File: src/mcd_pkg.sv
package mcd_pkg;
  // FIFO geometry
  localparam int LAYERS = 12;
  localparam int TRACKS = 8;
  localparam int PAIRS = 4;
  localparam int SAMPLE_W = 24;
  localparam logic [3:0] BURST_LAYERS = 4'h4;
  localparam logic [3:0] REFILL_LEVEL = 4'h8;
  localparam logic [3:0] LAST_LAYER = 4'hb;
  // Register offsets (byte index on the register port)
  localparam logic [7:0] OFF_IRQ_MASK = 8'h03;
  localparam logic [7:0] OFF_ADDR_B0 = 8'h10;
  localparam logic [7:0] OFF_ADDR_B3 = 8'h13;
  localparam logic [7:0] OFF_CNT_B0 = 8'h14;
  localparam logic [7:0] OFF_CNT_B2 = 8'h16;
  localparam logic [7:0] OFF_RUN = 8'h18;
  localparam logic [7:0] OFF_BURST = 8'h19;
  localparam logic [7:0] OFF_FLAGS = 8'h1a;
  localparam logic [7:0] OFF_PAUSE = 8'h1b;
  // Channel bit positions shared by run, pause and flag registers; BIT_MASK_ERR is the mask register's error enable
  localparam int BIT_PAIR0 = 0;
  localparam int BIT_REC0 = 1;
  localparam int BIT_REC1 = 2;
  localparam int BIT_PAIR1 = 4;
  localparam int BIT_PAIR2 = 5;
  localparam int BIT_PAIR3 = 6;
  localparam int BIT_DOUT = 7;
  localparam int BIT_MASK_ERR = 3;
  localparam logic [7:0] CHAN_WMASK = 8'hf7;
  // Burst size codes
  localparam logic [1:0] BS_8CH = 2'h0;
  localparam logic [1:0] BS_6CH = 2'h1;
  localparam logic [1:0] BS_4CH = 2'h2;
  // Reset values
  localparam logic [7:0] RUN_RST = 8'h00;
  localparam logic [7:0] PAUSE_RST = 8'h00;
  localparam logic [7:0] FLAGS_RST = 8'h00;
  localparam logic [7:0] MASK_RST = 8'hff;
  localparam logic [1:0] BURST_RST = 2'h0;
  localparam logic [29:0] ADDR_RST = 30'h0;
  localparam logic [18:0] CNT_RST = 19'h0;

  typedef struct packed {
    logic wr;
    logic rd;
    logic [7:0] addr;
    logic [7:0] wdata;
  } mcd_reg_req_t;

  typedef struct packed {
    logic req;
    logic [31:0] addr;
    logic [5:0] len;
    logic [1:0] stream;
  } mcd_dma_req_t;

  typedef struct packed {
    logic [23:0] s3;
    logic [23:0] s4;
    logic [23:0] s6;
    logic [23:0] s7;
    logic [23:0] s8;
    logic [23:0] s9;
    logic [23:0] s10;
    logic [23:0] s11;
  } mcd_slots_t;
endpackage

File: src/mcd_playback_dma.sv
`timescale 1ns/100ps
// Contract
// - Twelve-layer buffer per track, eight tracks, 24-bit samples before the outputs.
// - Each burst fills four layers for every active channel of the stream.
// - Request again while eight or fewer layers hold data; empty buffer takes three requests.
// - Words are 32-bit, sample taken left-justified from the top bits.
// - One request is one burst; default and largest burst is 32 words.
// - Burst code 00/01/10/11 gives 32/24/16/8 words, 8/6/4/2 channels.
// - Tracks freed by smaller bursts serve independent pair DMAs with own requests.
// - I2S uses pair 0 only; packed link maps pairs to slots 3/4,6/9,7/8,10/11.
// - Address register writes base, reads current address; bits 1:0 read zero.
// - 19-bit count takes size minus one, decrements, reloads at zero, reads current.
// - Run register starts or stops each channel; bit 3 reads zero.
// - Pair 3, 2, 1 bits act only for burst code >00, >01, =11.
// - Underrun or overrun sets the channel flag at the run-register bit position.
// - Any set flag raises the interrupt request.
// - Writing 1 clears a flag; writing 0 leaves it alone.
// - Pause register suspends or resumes each channel; bit 3 reads zero.
// - Mask register resets to all ones; bit 3 clear enables the error interrupt.
module mcd_playback_dma (
  // Clock and reset
  input wire logic sys_clk,
  input wire logic nrst,
  // Register port
  input wire mcd_pkg::mcd_reg_req_t reg_req,
  output logic [7:0] reg_rdata,
  // Bus master
  output mcd_pkg::mcd_dma_req_t dma_req,
  input wire logic dma_gnt,
  input wire logic dma_dvalid,
  input wire logic [31:0] dma_data,
  // Serial output side
  input wire logic sample_tick,
  input wire logic aclink_packed,
  input wire logic [2:0] ext_err,
  output mcd_pkg::mcd_slots_t slot_data,
  output logic irq
);
  import mcd_pkg::*;

  typedef enum logic [1:0] {ST_IDLE, ST_REQ, ST_XFER} mcd_state_t;

  function automatic logic [2:0] pairs_of(input logic [1:0] bs);
    case (bs)
      BS_8CH: pairs_of = 3'd4;
      BS_6CH: pairs_of = 3'd3;
      BS_4CH: pairs_of = 3'd2;
      default: pairs_of = 3'd1;
    endcase
  endfunction

  function automatic int pair_bit(input int p);
    case (p)
      1: pair_bit = BIT_PAIR1;
      2: pair_bit = BIT_PAIR2;
      3: pair_bit = BIT_PAIR3;
      default: pair_bit = BIT_PAIR0;
    endcase
  endfunction

  function automatic logic [3:0] wrap12(input logic [4:0] x);
    wrap12 = (x > {1'b0, LAST_LAYER}) ? 4'(x - 5'd12) : x[3:0];
  endfunction

  function automatic logic [31:0] put_byte(input logic [31:0] old, input logic [1:0] sel, input logic [7:0] d);
    logic [31:0] r;
    r = old;
    r[sel*8 +: 8] = d;
    put_byte = r;
  endfunction

  mcd_state_t state_q, state_d;
  logic [29:0] base_addr_q, cur_addr_q;
  logic [18:0] base_cnt_q, cur_cnt_q;
  logic [7:0] run_q, pause_q, flags_q, mask_q;
  logic [1:0] bs_q;
  logic [3:0] lvl_q [PAIRS];
  logic [3:0] wp_q [PAIRS];
  logic [3:0] rp_q [PAIRS];
  logic [SAMPLE_W-1:0] mem [LAYERS][TRACKS];
  logic [1:0] str_q;
  logic [2:0] trk_q;
  logic [1:0] lay_q;

  // Register decode
  wire wr_addr = reg_req.wr && reg_req.addr >= OFF_ADDR_B0 && reg_req.addr <= OFF_ADDR_B3;
  wire wr_cnt = reg_req.wr && reg_req.addr >= OFF_CNT_B0 && reg_req.addr <= OFF_CNT_B2;
  wire wr_run = reg_req.wr && reg_req.addr == OFF_RUN;
  wire wr_bs = reg_req.wr && reg_req.addr == OFF_BURST;
  wire wr_flags = reg_req.wr && reg_req.addr == OFF_FLAGS;
  wire wr_pause = reg_req.wr && reg_req.addr == OFF_PAUSE;
  wire wr_mask = reg_req.wr && reg_req.addr == OFF_IRQ_MASK;
  wire [1:0] bsel = reg_req.addr[1:0];
  wire [31:0] addr_new = put_byte({base_addr_q, 2'b00}, bsel, reg_req.wdata);
  wire [31:0] cnt_new = put_byte({13'h0, base_cnt_q}, bsel, reg_req.wdata);

  // Channel activity
  wire [2:0] np = pairs_of(bs_q);
  wire stream_live = run_q[BIT_PAIR0] && !pause_q[BIT_PAIR0];
  logic [PAIRS-1:0] live, indep, need;
  always_comb begin
    for (int p = 0; p < PAIRS; p++) begin
      indep[p] = 3'(p) >= np;
      live[p] = indep[p] ? (run_q[pair_bit(p)] && !pause_q[pair_bit(p)]) : stream_live;
      need[p] = live[p] && lvl_q[p] <= REFILL_LEVEL;
    end
  end

  // Stream selection: interleaved first, then independent pairs by index
  wire sel_valid = need[0] || (need[1] && indep[1]) || (need[2] && indep[2]) || (need[3] && indep[3]);
  wire [1:0] sel_str = need[0] ? 2'd0 : (need[1] && indep[1]) ? 2'd1 : (need[2] && indep[2]) ? 2'd2 : 2'd3;
  wire [5:0] sel_len = (sel_str == 2'd0) ? {np, 3'b000} : 6'd8;

  // Burst position to FIFO cell
  wire [2:0] ntrk_last = (str_q == 2'd0) ? 3'({np, 1'b0} - 4'd1) : 3'd1;
  wire [2:0] wr_track = (str_q == 2'd0) ? trk_q : 3'({str_q, 1'b0} + {2'b00, trk_q});
  wire [1:0] wr_pair = wr_track[2:1];
  wire [3:0] wr_layer = wrap12({1'b0, wp_q[wr_pair]} + {3'b000, lay_q});
  wire last_word = trk_q == ntrk_last && lay_q == 2'd3;
  wire beat = state_q == ST_XFER && dma_dvalid;
  wire done = beat && last_word;
  wire ilv_beat = beat && str_q == 2'd0;

  logic [PAIRS-1:0] filled, drain, underrun;
  always_comb begin
    for (int p = 0; p < PAIRS; p++) begin
      filled[p] = done && ((str_q == 2'd0) ? !indep[p] : str_q == 2'(p));
      drain[p] = sample_tick && live[p] && lvl_q[p] != 4'h0;
      underrun[p] = sample_tick && live[p] && lvl_q[p] == 4'h0;
    end
  end

  always_comb begin
    state_d = state_q;
    case (state_q)
      ST_IDLE: if (sel_valid) state_d = ST_REQ;
      ST_REQ: if (dma_gnt) state_d = ST_XFER;
      ST_XFER: if (done) state_d = ST_IDLE;
      default: state_d = ST_IDLE;
    endcase
  end

  // Error flags: hardware set wins over a same-cycle clear
  logic [7:0] err_set;
  always_comb begin
    err_set = 8'h00;
    err_set[BIT_PAIR0] = underrun[0];
    err_set[BIT_PAIR1] = underrun[1] && indep[1];
    err_set[BIT_PAIR2] = underrun[2] && indep[2];
    err_set[BIT_PAIR3] = underrun[3] && indep[3];
    err_set[BIT_DOUT] = ext_err[2];
    err_set[BIT_REC1] = ext_err[1];
    err_set[BIT_REC0] = ext_err[0];
  end
  wire [7:0] flag_clr = wr_flags ? (reg_req.wdata & CHAN_WMASK) : 8'h00;
  wire [7:0] flags_d = (flags_q & ~flag_clr) | err_set;

  // Read mux
  logic [7:0] rd_d;
  always_comb begin
    case (reg_req.addr)
      OFF_IRQ_MASK: rd_d = mask_q;
      OFF_ADDR_B0: rd_d = {cur_addr_q[5:0], 2'b00};
      8'h11: rd_d = cur_addr_q[13:6];
      8'h12: rd_d = cur_addr_q[21:14];
      OFF_ADDR_B3: rd_d = cur_addr_q[29:22];
      OFF_CNT_B0: rd_d = cur_cnt_q[7:0];
      8'h15: rd_d = cur_cnt_q[15:8];
      OFF_CNT_B2: rd_d = {5'h0, cur_cnt_q[18:16]};
      OFF_RUN: rd_d = run_q;
      OFF_BURST: rd_d = {6'h0, bs_q};
      OFF_FLAGS: rd_d = flags_q;
      OFF_PAUSE: rd_d = pause_q;
      default: rd_d = 8'h00;
    endcase
  end

  // Output mapping per link mode
  logic [SAMPLE_W-1:0] head [TRACKS];
  always_comb begin
    for (int t = 0; t < TRACKS; t++)
      head[t] = (live[t/2] && lvl_q[t/2] != 4'h0) ? mem[rp_q[t/2]][t] : '0;
  end
  mcd_slots_t slots_d;
  always_comb begin
    slots_d = '0;
    slots_d.s3 = head[0];
    slots_d.s4 = head[1];
    if (aclink_packed) begin
      slots_d.s6 = head[2];
      slots_d.s9 = head[3];
      slots_d.s7 = head[4];
      slots_d.s8 = head[5];
      slots_d.s10 = head[6];
      slots_d.s11 = head[7];
    end
  end

  // Control and registers
  always_ff @(posedge sys_clk) begin
    if (!nrst) begin
      state_q <= ST_IDLE;
      run_q <= RUN_RST;
      pause_q <= PAUSE_RST;
      flags_q <= FLAGS_RST;
      mask_q <= MASK_RST;
      bs_q <= BURST_RST;
      reg_rdata <= 8'h00;
      irq <= 1'b0;
    end else begin
      state_q <= state_d;
      if (wr_run) run_q <= reg_req.wdata & CHAN_WMASK;
      if (wr_pause) pause_q <= reg_req.wdata & CHAN_WMASK;
      if (wr_bs) bs_q <= reg_req.wdata[1:0];
      if (wr_mask) mask_q <= reg_req.wdata;
      flags_q <= flags_d;
      if (reg_req.rd) reg_rdata <= rd_d;
      irq <= (|flags_q) && !mask_q[BIT_MASK_ERR];
    end
  end

  // Interleaved fetch address and count
  always_ff @(posedge sys_clk) begin
    if (!nrst) begin
      base_addr_q <= ADDR_RST;
      cur_addr_q <= ADDR_RST;
      base_cnt_q <= CNT_RST;
      cur_cnt_q <= CNT_RST;
    end else if (wr_addr) begin
      base_addr_q <= addr_new[31:2];
      cur_addr_q <= addr_new[31:2];
    end else if (wr_cnt) begin
      base_cnt_q <= cnt_new[18:0];
      cur_cnt_q <= cnt_new[18:0];
    end else if (ilv_beat) begin
      if (cur_cnt_q == 19'h0) begin
        cur_cnt_q <= base_cnt_q;
        cur_addr_q <= base_addr_q;
      end else begin
        cur_cnt_q <= cur_cnt_q - 19'h1;
        cur_addr_q <= cur_addr_q + 30'h1;
      end
    end
  end

  // Burst bookkeeping; request held until granted
  always_ff @(posedge sys_clk) begin
    if (!nrst) begin
      dma_req <= '0;
      str_q <= 2'd0;
      trk_q <= 3'd0;
      lay_q <= 2'd0;
    end else begin
      if (state_q == ST_IDLE && sel_valid) begin
        dma_req.req <= 1'b1;
        dma_req.addr <= {cur_addr_q, 2'b00};
        dma_req.len <= sel_len;
        dma_req.stream <= sel_str;
        str_q <= sel_str;
        trk_q <= 3'd0;
        lay_q <= 2'd0;
      end else if (state_q == ST_REQ && dma_gnt) begin
        dma_req.req <= 1'b0;
      end
      if (beat) begin
        if (trk_q == ntrk_last) begin
          trk_q <= 3'd0;
          lay_q <= lay_q + 2'd1;
        end else begin
          trk_q <= trk_q + 3'd1;
        end
      end
    end
  end

  // Per-pair fill levels and pointers
  always_ff @(posedge sys_clk) begin
    if (!nrst) begin
      for (int p = 0; p < PAIRS; p++) begin
        lvl_q[p] <= 4'h0;
        wp_q[p] <= 4'h0;
        rp_q[p] <= 4'h0;
      end
    end else begin
      for (int p = 0; p < PAIRS; p++) begin
        lvl_q[p] <= lvl_q[p] + (filled[p] ? BURST_LAYERS : 4'h0) - (drain[p] ? 4'h1 : 4'h0);
        if (filled[p]) wp_q[p] <= wrap12({1'b0, wp_q[p]} + {1'b0, BURST_LAYERS});
        if (drain[p]) rp_q[p] <= wrap12({1'b0, rp_q[p]} + 5'd1);
      end
    end
  end

  // Sample store; top 24 bits of each word carry the sample
  always_ff @(posedge sys_clk) begin
    if (beat) mem[wr_layer][wr_track] <= dma_data[31:8];
  end

  always_ff @(posedge sys_clk) begin
    if (!nrst) slot_data <= '0;
    else if (sample_tick) slot_data <= slots_d;
  end
endmodule // mcd_playback_dma

File: config.mk
export PLATFORM = sky130hd
export DESIGN_NAME = mcd_playback_dma
export DESIGN_NICKNAME = d
export VERILOG_FILES = /design/src/mcd_pkg.sv /design/src/mcd_playback_dma.sv
export SDC_FILE = /design/constraint.sdc
export NUM_CORES = 2
export LEC_CHECK = 0
export BUFFER_PORTS_ARGS = -buffer_cell sky130_fd_sc_hd__buf_2
export CORE_MARGIN = 2
export CORE_UTILIZATION = 45
export CTS_CLUSTER_SIZE = 30
export DETAILED_ROUTE_END_ITERATION = 8
export MAX_ROUTING_LAYER = met4
export PLACE_DENSITY_LB_ADDON = 0.3
export SYNTH_ARGS = -nofsm -noshare
export SYNTH_HDL_FRONTEND = slang
export SYNTH_SLANG_ARGS = --single-unit
File: constraint.sdc
create_clock -name sys_clk -period 12.2 [get_ports sys_clk]
set_clock_uncertainty 0.05 [all_clocks]
set_input_delay 0.61 -clock sys_clk [delete_from_list [all_inputs] [get_ports sys_clk]]
set_output_delay 0.61 -clock sys_clk [all_outputs]
set_load 0.005 [all_outputs]
==> run metrics <==
Die Span X 488 um; htree depth 5; dpl hpwl 144000 um; CP startpoint kind flop; I/O pin count 301; Synth top area share 66.4%; # DRC 0; FILL cells 18543; CP endpoint kind flop; layout cells sized above 1 about 24%; CTS tree built; largest net degree at the start of global routing between 100 and 150; cell area power density between 150 and 200 nW/um^2; Worst Path Required 12.70 ns; Final Hold Fails 0; max-slew violations 0; most frequent CP cell nand2_1; first-pass GRT wire length 373000 um; max-cap check violation count 0; Sink Count 2717; Final Cycle Share 42.7%; worst hold path class in2reg; worst hold slack slightly below 0.06 ns; GRT Total Usage 21.9%; top cells by count, synth edfxtp_1 (2328), mux4_2 (579), nor2_1 (487); CP max stage cell nor2_2; Synth area leader edfxtp_1; Post-synth ARST share 0%; most common cell in the netlist edfxtp_1; fmax 192 MHz; via/cell ratio 5.82; main flop type after synthesis edfxtp_1; Synth-to-Final Area Change 13.8%; worst relative slew slack 16.2%; initial antenna violation count 15; Die ar. 238000 sq um; final setup fails 0; Post-CTS Resized 0; Clock transition at path regs 0.06 ns; Core Footprint 233000 sq um; Critical Path, Cell by Cell ha_1, nand3b_1, nand2_2, xor2_2, mux4_2, inv_1, ha_1, nand2_1, nand2_1, nand2_1, mux2_2, buf_4, nor2_2, buf_4; final wirelength 255000 um; outcome complete, no violations; synth top area cells edfxtp_1 (66%), mux4_2 (12%), dfxtp_1 (7.4%); # rows between 150 and 200; RSZ-0062 raised after global routing false; Mapped Cells 5926; Total Nets Final 6441; Post-synth EDFFs 2328; number of global-route vias before repair 55527; clk buf depth 4; drt pass-1 iters 8; Initial Utilization 45.3%; WS Path Type reg2reg; DIE HEIGHT about 490 um; Worst EP arrival 5.71 ns; worst skew pair latency between 0.9 and 1 ns; reg2reg setup slack 6.99 ns; IO buf count 287; CP max stage delay 0.75 ns; Yosys cell types 87; Wirelength per Cell 26.6 um; Synth Cell Area 105000 sq um; fin crit period 5.21 ns; sequential fraction of the synthesis area 73.8%; initial drt markers 5775; Placer Congestion 0.903; Root Driver clkbuf_16; setup TNS 0 ns; VDD IR max 0.000120 V; crit-path max FO 20; DR vias 55777; worst slew pin tran 1.25 ns; gr ovfl total 0; Antenna Violating Nets Remaining 0; Yosys reg bits 2717; yosys warns 0; post-synthesis area per instance about 18 sq um; total CTS buffers between 200 and 300; Leak between 30 and 40 nW
[registers in the layout (all words and copies together) (netlist names), 3 cells and up]
name         flops
base_addr_q     30
base_cnt_q      19
cur_addr_q      30
cur_cnt_q       19
dma_req         34
flags_q          7
lvl_q           16
mask_q           8
mem           2304
pause_q          7
reg_rdata        8
rp_q            16
run_q            7
slot_data      192
trk_q            3
wp_q             8
[placed cells by master, fill, tap and decap left out, drive strengths merged, types with 12 or more instances in the layout]
cell type,Yosys,layout
dfxtp,389,389
a32oi,15,15
mux2i,242,242
ha,49,49
edfxtp,2328,2328
nor2b,21,21
nor3,21,21
o211ai,15,15
a22oi,19,19
mux4,579,579
a31oi,16,16
nor4,18,18
buf,156,458
bufinv,0,16
a22o,12,12
nand4,14,14
nand2b,17,17
and2,18,18
xor2,13,13
clkbuf,204,363
o21ai,294,294
o22ai,14,14
nor2,489,489
inv,72,83
nand2,337,337
xnor2,38,38
clkinv,0,105
nand3,64,64
a21oi,328,328
[per-stage QoR]
| step | power (W) | setup WS [ns] | instances | utilization [%] | cell area, sq um |
|---|---|---|---|---|---|
| global placement | 0.0109 | 7.09 | 9071 | 47.6 | 111000 |
| detailed placement | 0.0109 | 6.98 | 9071 | 47.6 | 111000 |
| CTS | 0.0193 | 6.97 | 9581 | 51.5 | 120000 |
| floorplan | 0.0106 | 7.00 | 5930 | - | 105000 |
| finish | 0.0191 | 6.99 | 9587 | 51.5 | 120000 |
| global route | 0.0197 | 6.75 | 9586 | 51.5 | 120000 |
[area by class of cell]
cell class	instances	area [sq um]	share of cell area [%]
Clock buffer	363	7870	6.57
Inverter	72	273	0.228
Sequential cell	2717	77700	64.8
Multi-Input combinational cell	2781	26100	21.8
Clock inverter	143	1170	0.979
Antenna cell	6	15.0	0.0125
Tap cell	3043	3810	3.18
Timing Repair Buffer	462	2900	2.42
[power by group]
group          switching (W)  internal, W
Combinational       0.000436     0.000188
Sequential        0.00000736       0.0101
Clock                0.00353      0.00491
Total                0.00397       0.0152
[worst max-delay path: cells and delay by family (launching register included)]
kind	cells	cell delay [ns]
flops	1	0.56
buf+inv	3	0.88
simple gates	6	1.33
xor+xnor	1	0.62
fa+ha+maj	2	0.41
mux	2	1.01
[timing repair]
item / CTS / global route
buffers inserted: 0 / 0
hold buffers: 4 / 0
endpoints found under the hold margin: 5 / 0
[worst paths after layout]
path / from / endpoint / cells after the start
setup / recovery: str_q[0]$_SDFFE_PN0P_ / mem[0][19]$_DFFE_PP_ / 14
hold / removal: dma_data[16] / mem[8][56]$_DFFE_PP_ / 1
setup reg to reg: str_q[0]$_SDFFE_PN0P_ / mem[0][19]$_DFFE_PP_ / 14
hold reg to reg: slot_data[121]$_SDFFE_PN0P_ / slot_data[121]$_SDFFE_PN0P_ / 2
[per-layer routing]
layer	global-route usage, %	up-vias	wire length [um]
li1	-	24197	-
met1	30.3	29119	108000
met2	33.9	2057	123000
met3	3.21	404	17500
met4	6.38	0	7070
met5	-	-	0
[cells by family after synthesis]
group,synth area share (%)
AO/OA/AOI/OAI,4.24
XOR/XNOR,0.431
adder cells (fa/ha/maj),0.658
buffers and inverters,1.75
flip-flops,73.8
multiplexers,14.8
other,0.00356
AND/OR/NAND/NOR,4.35
Power figures use the tool's default switching activity.
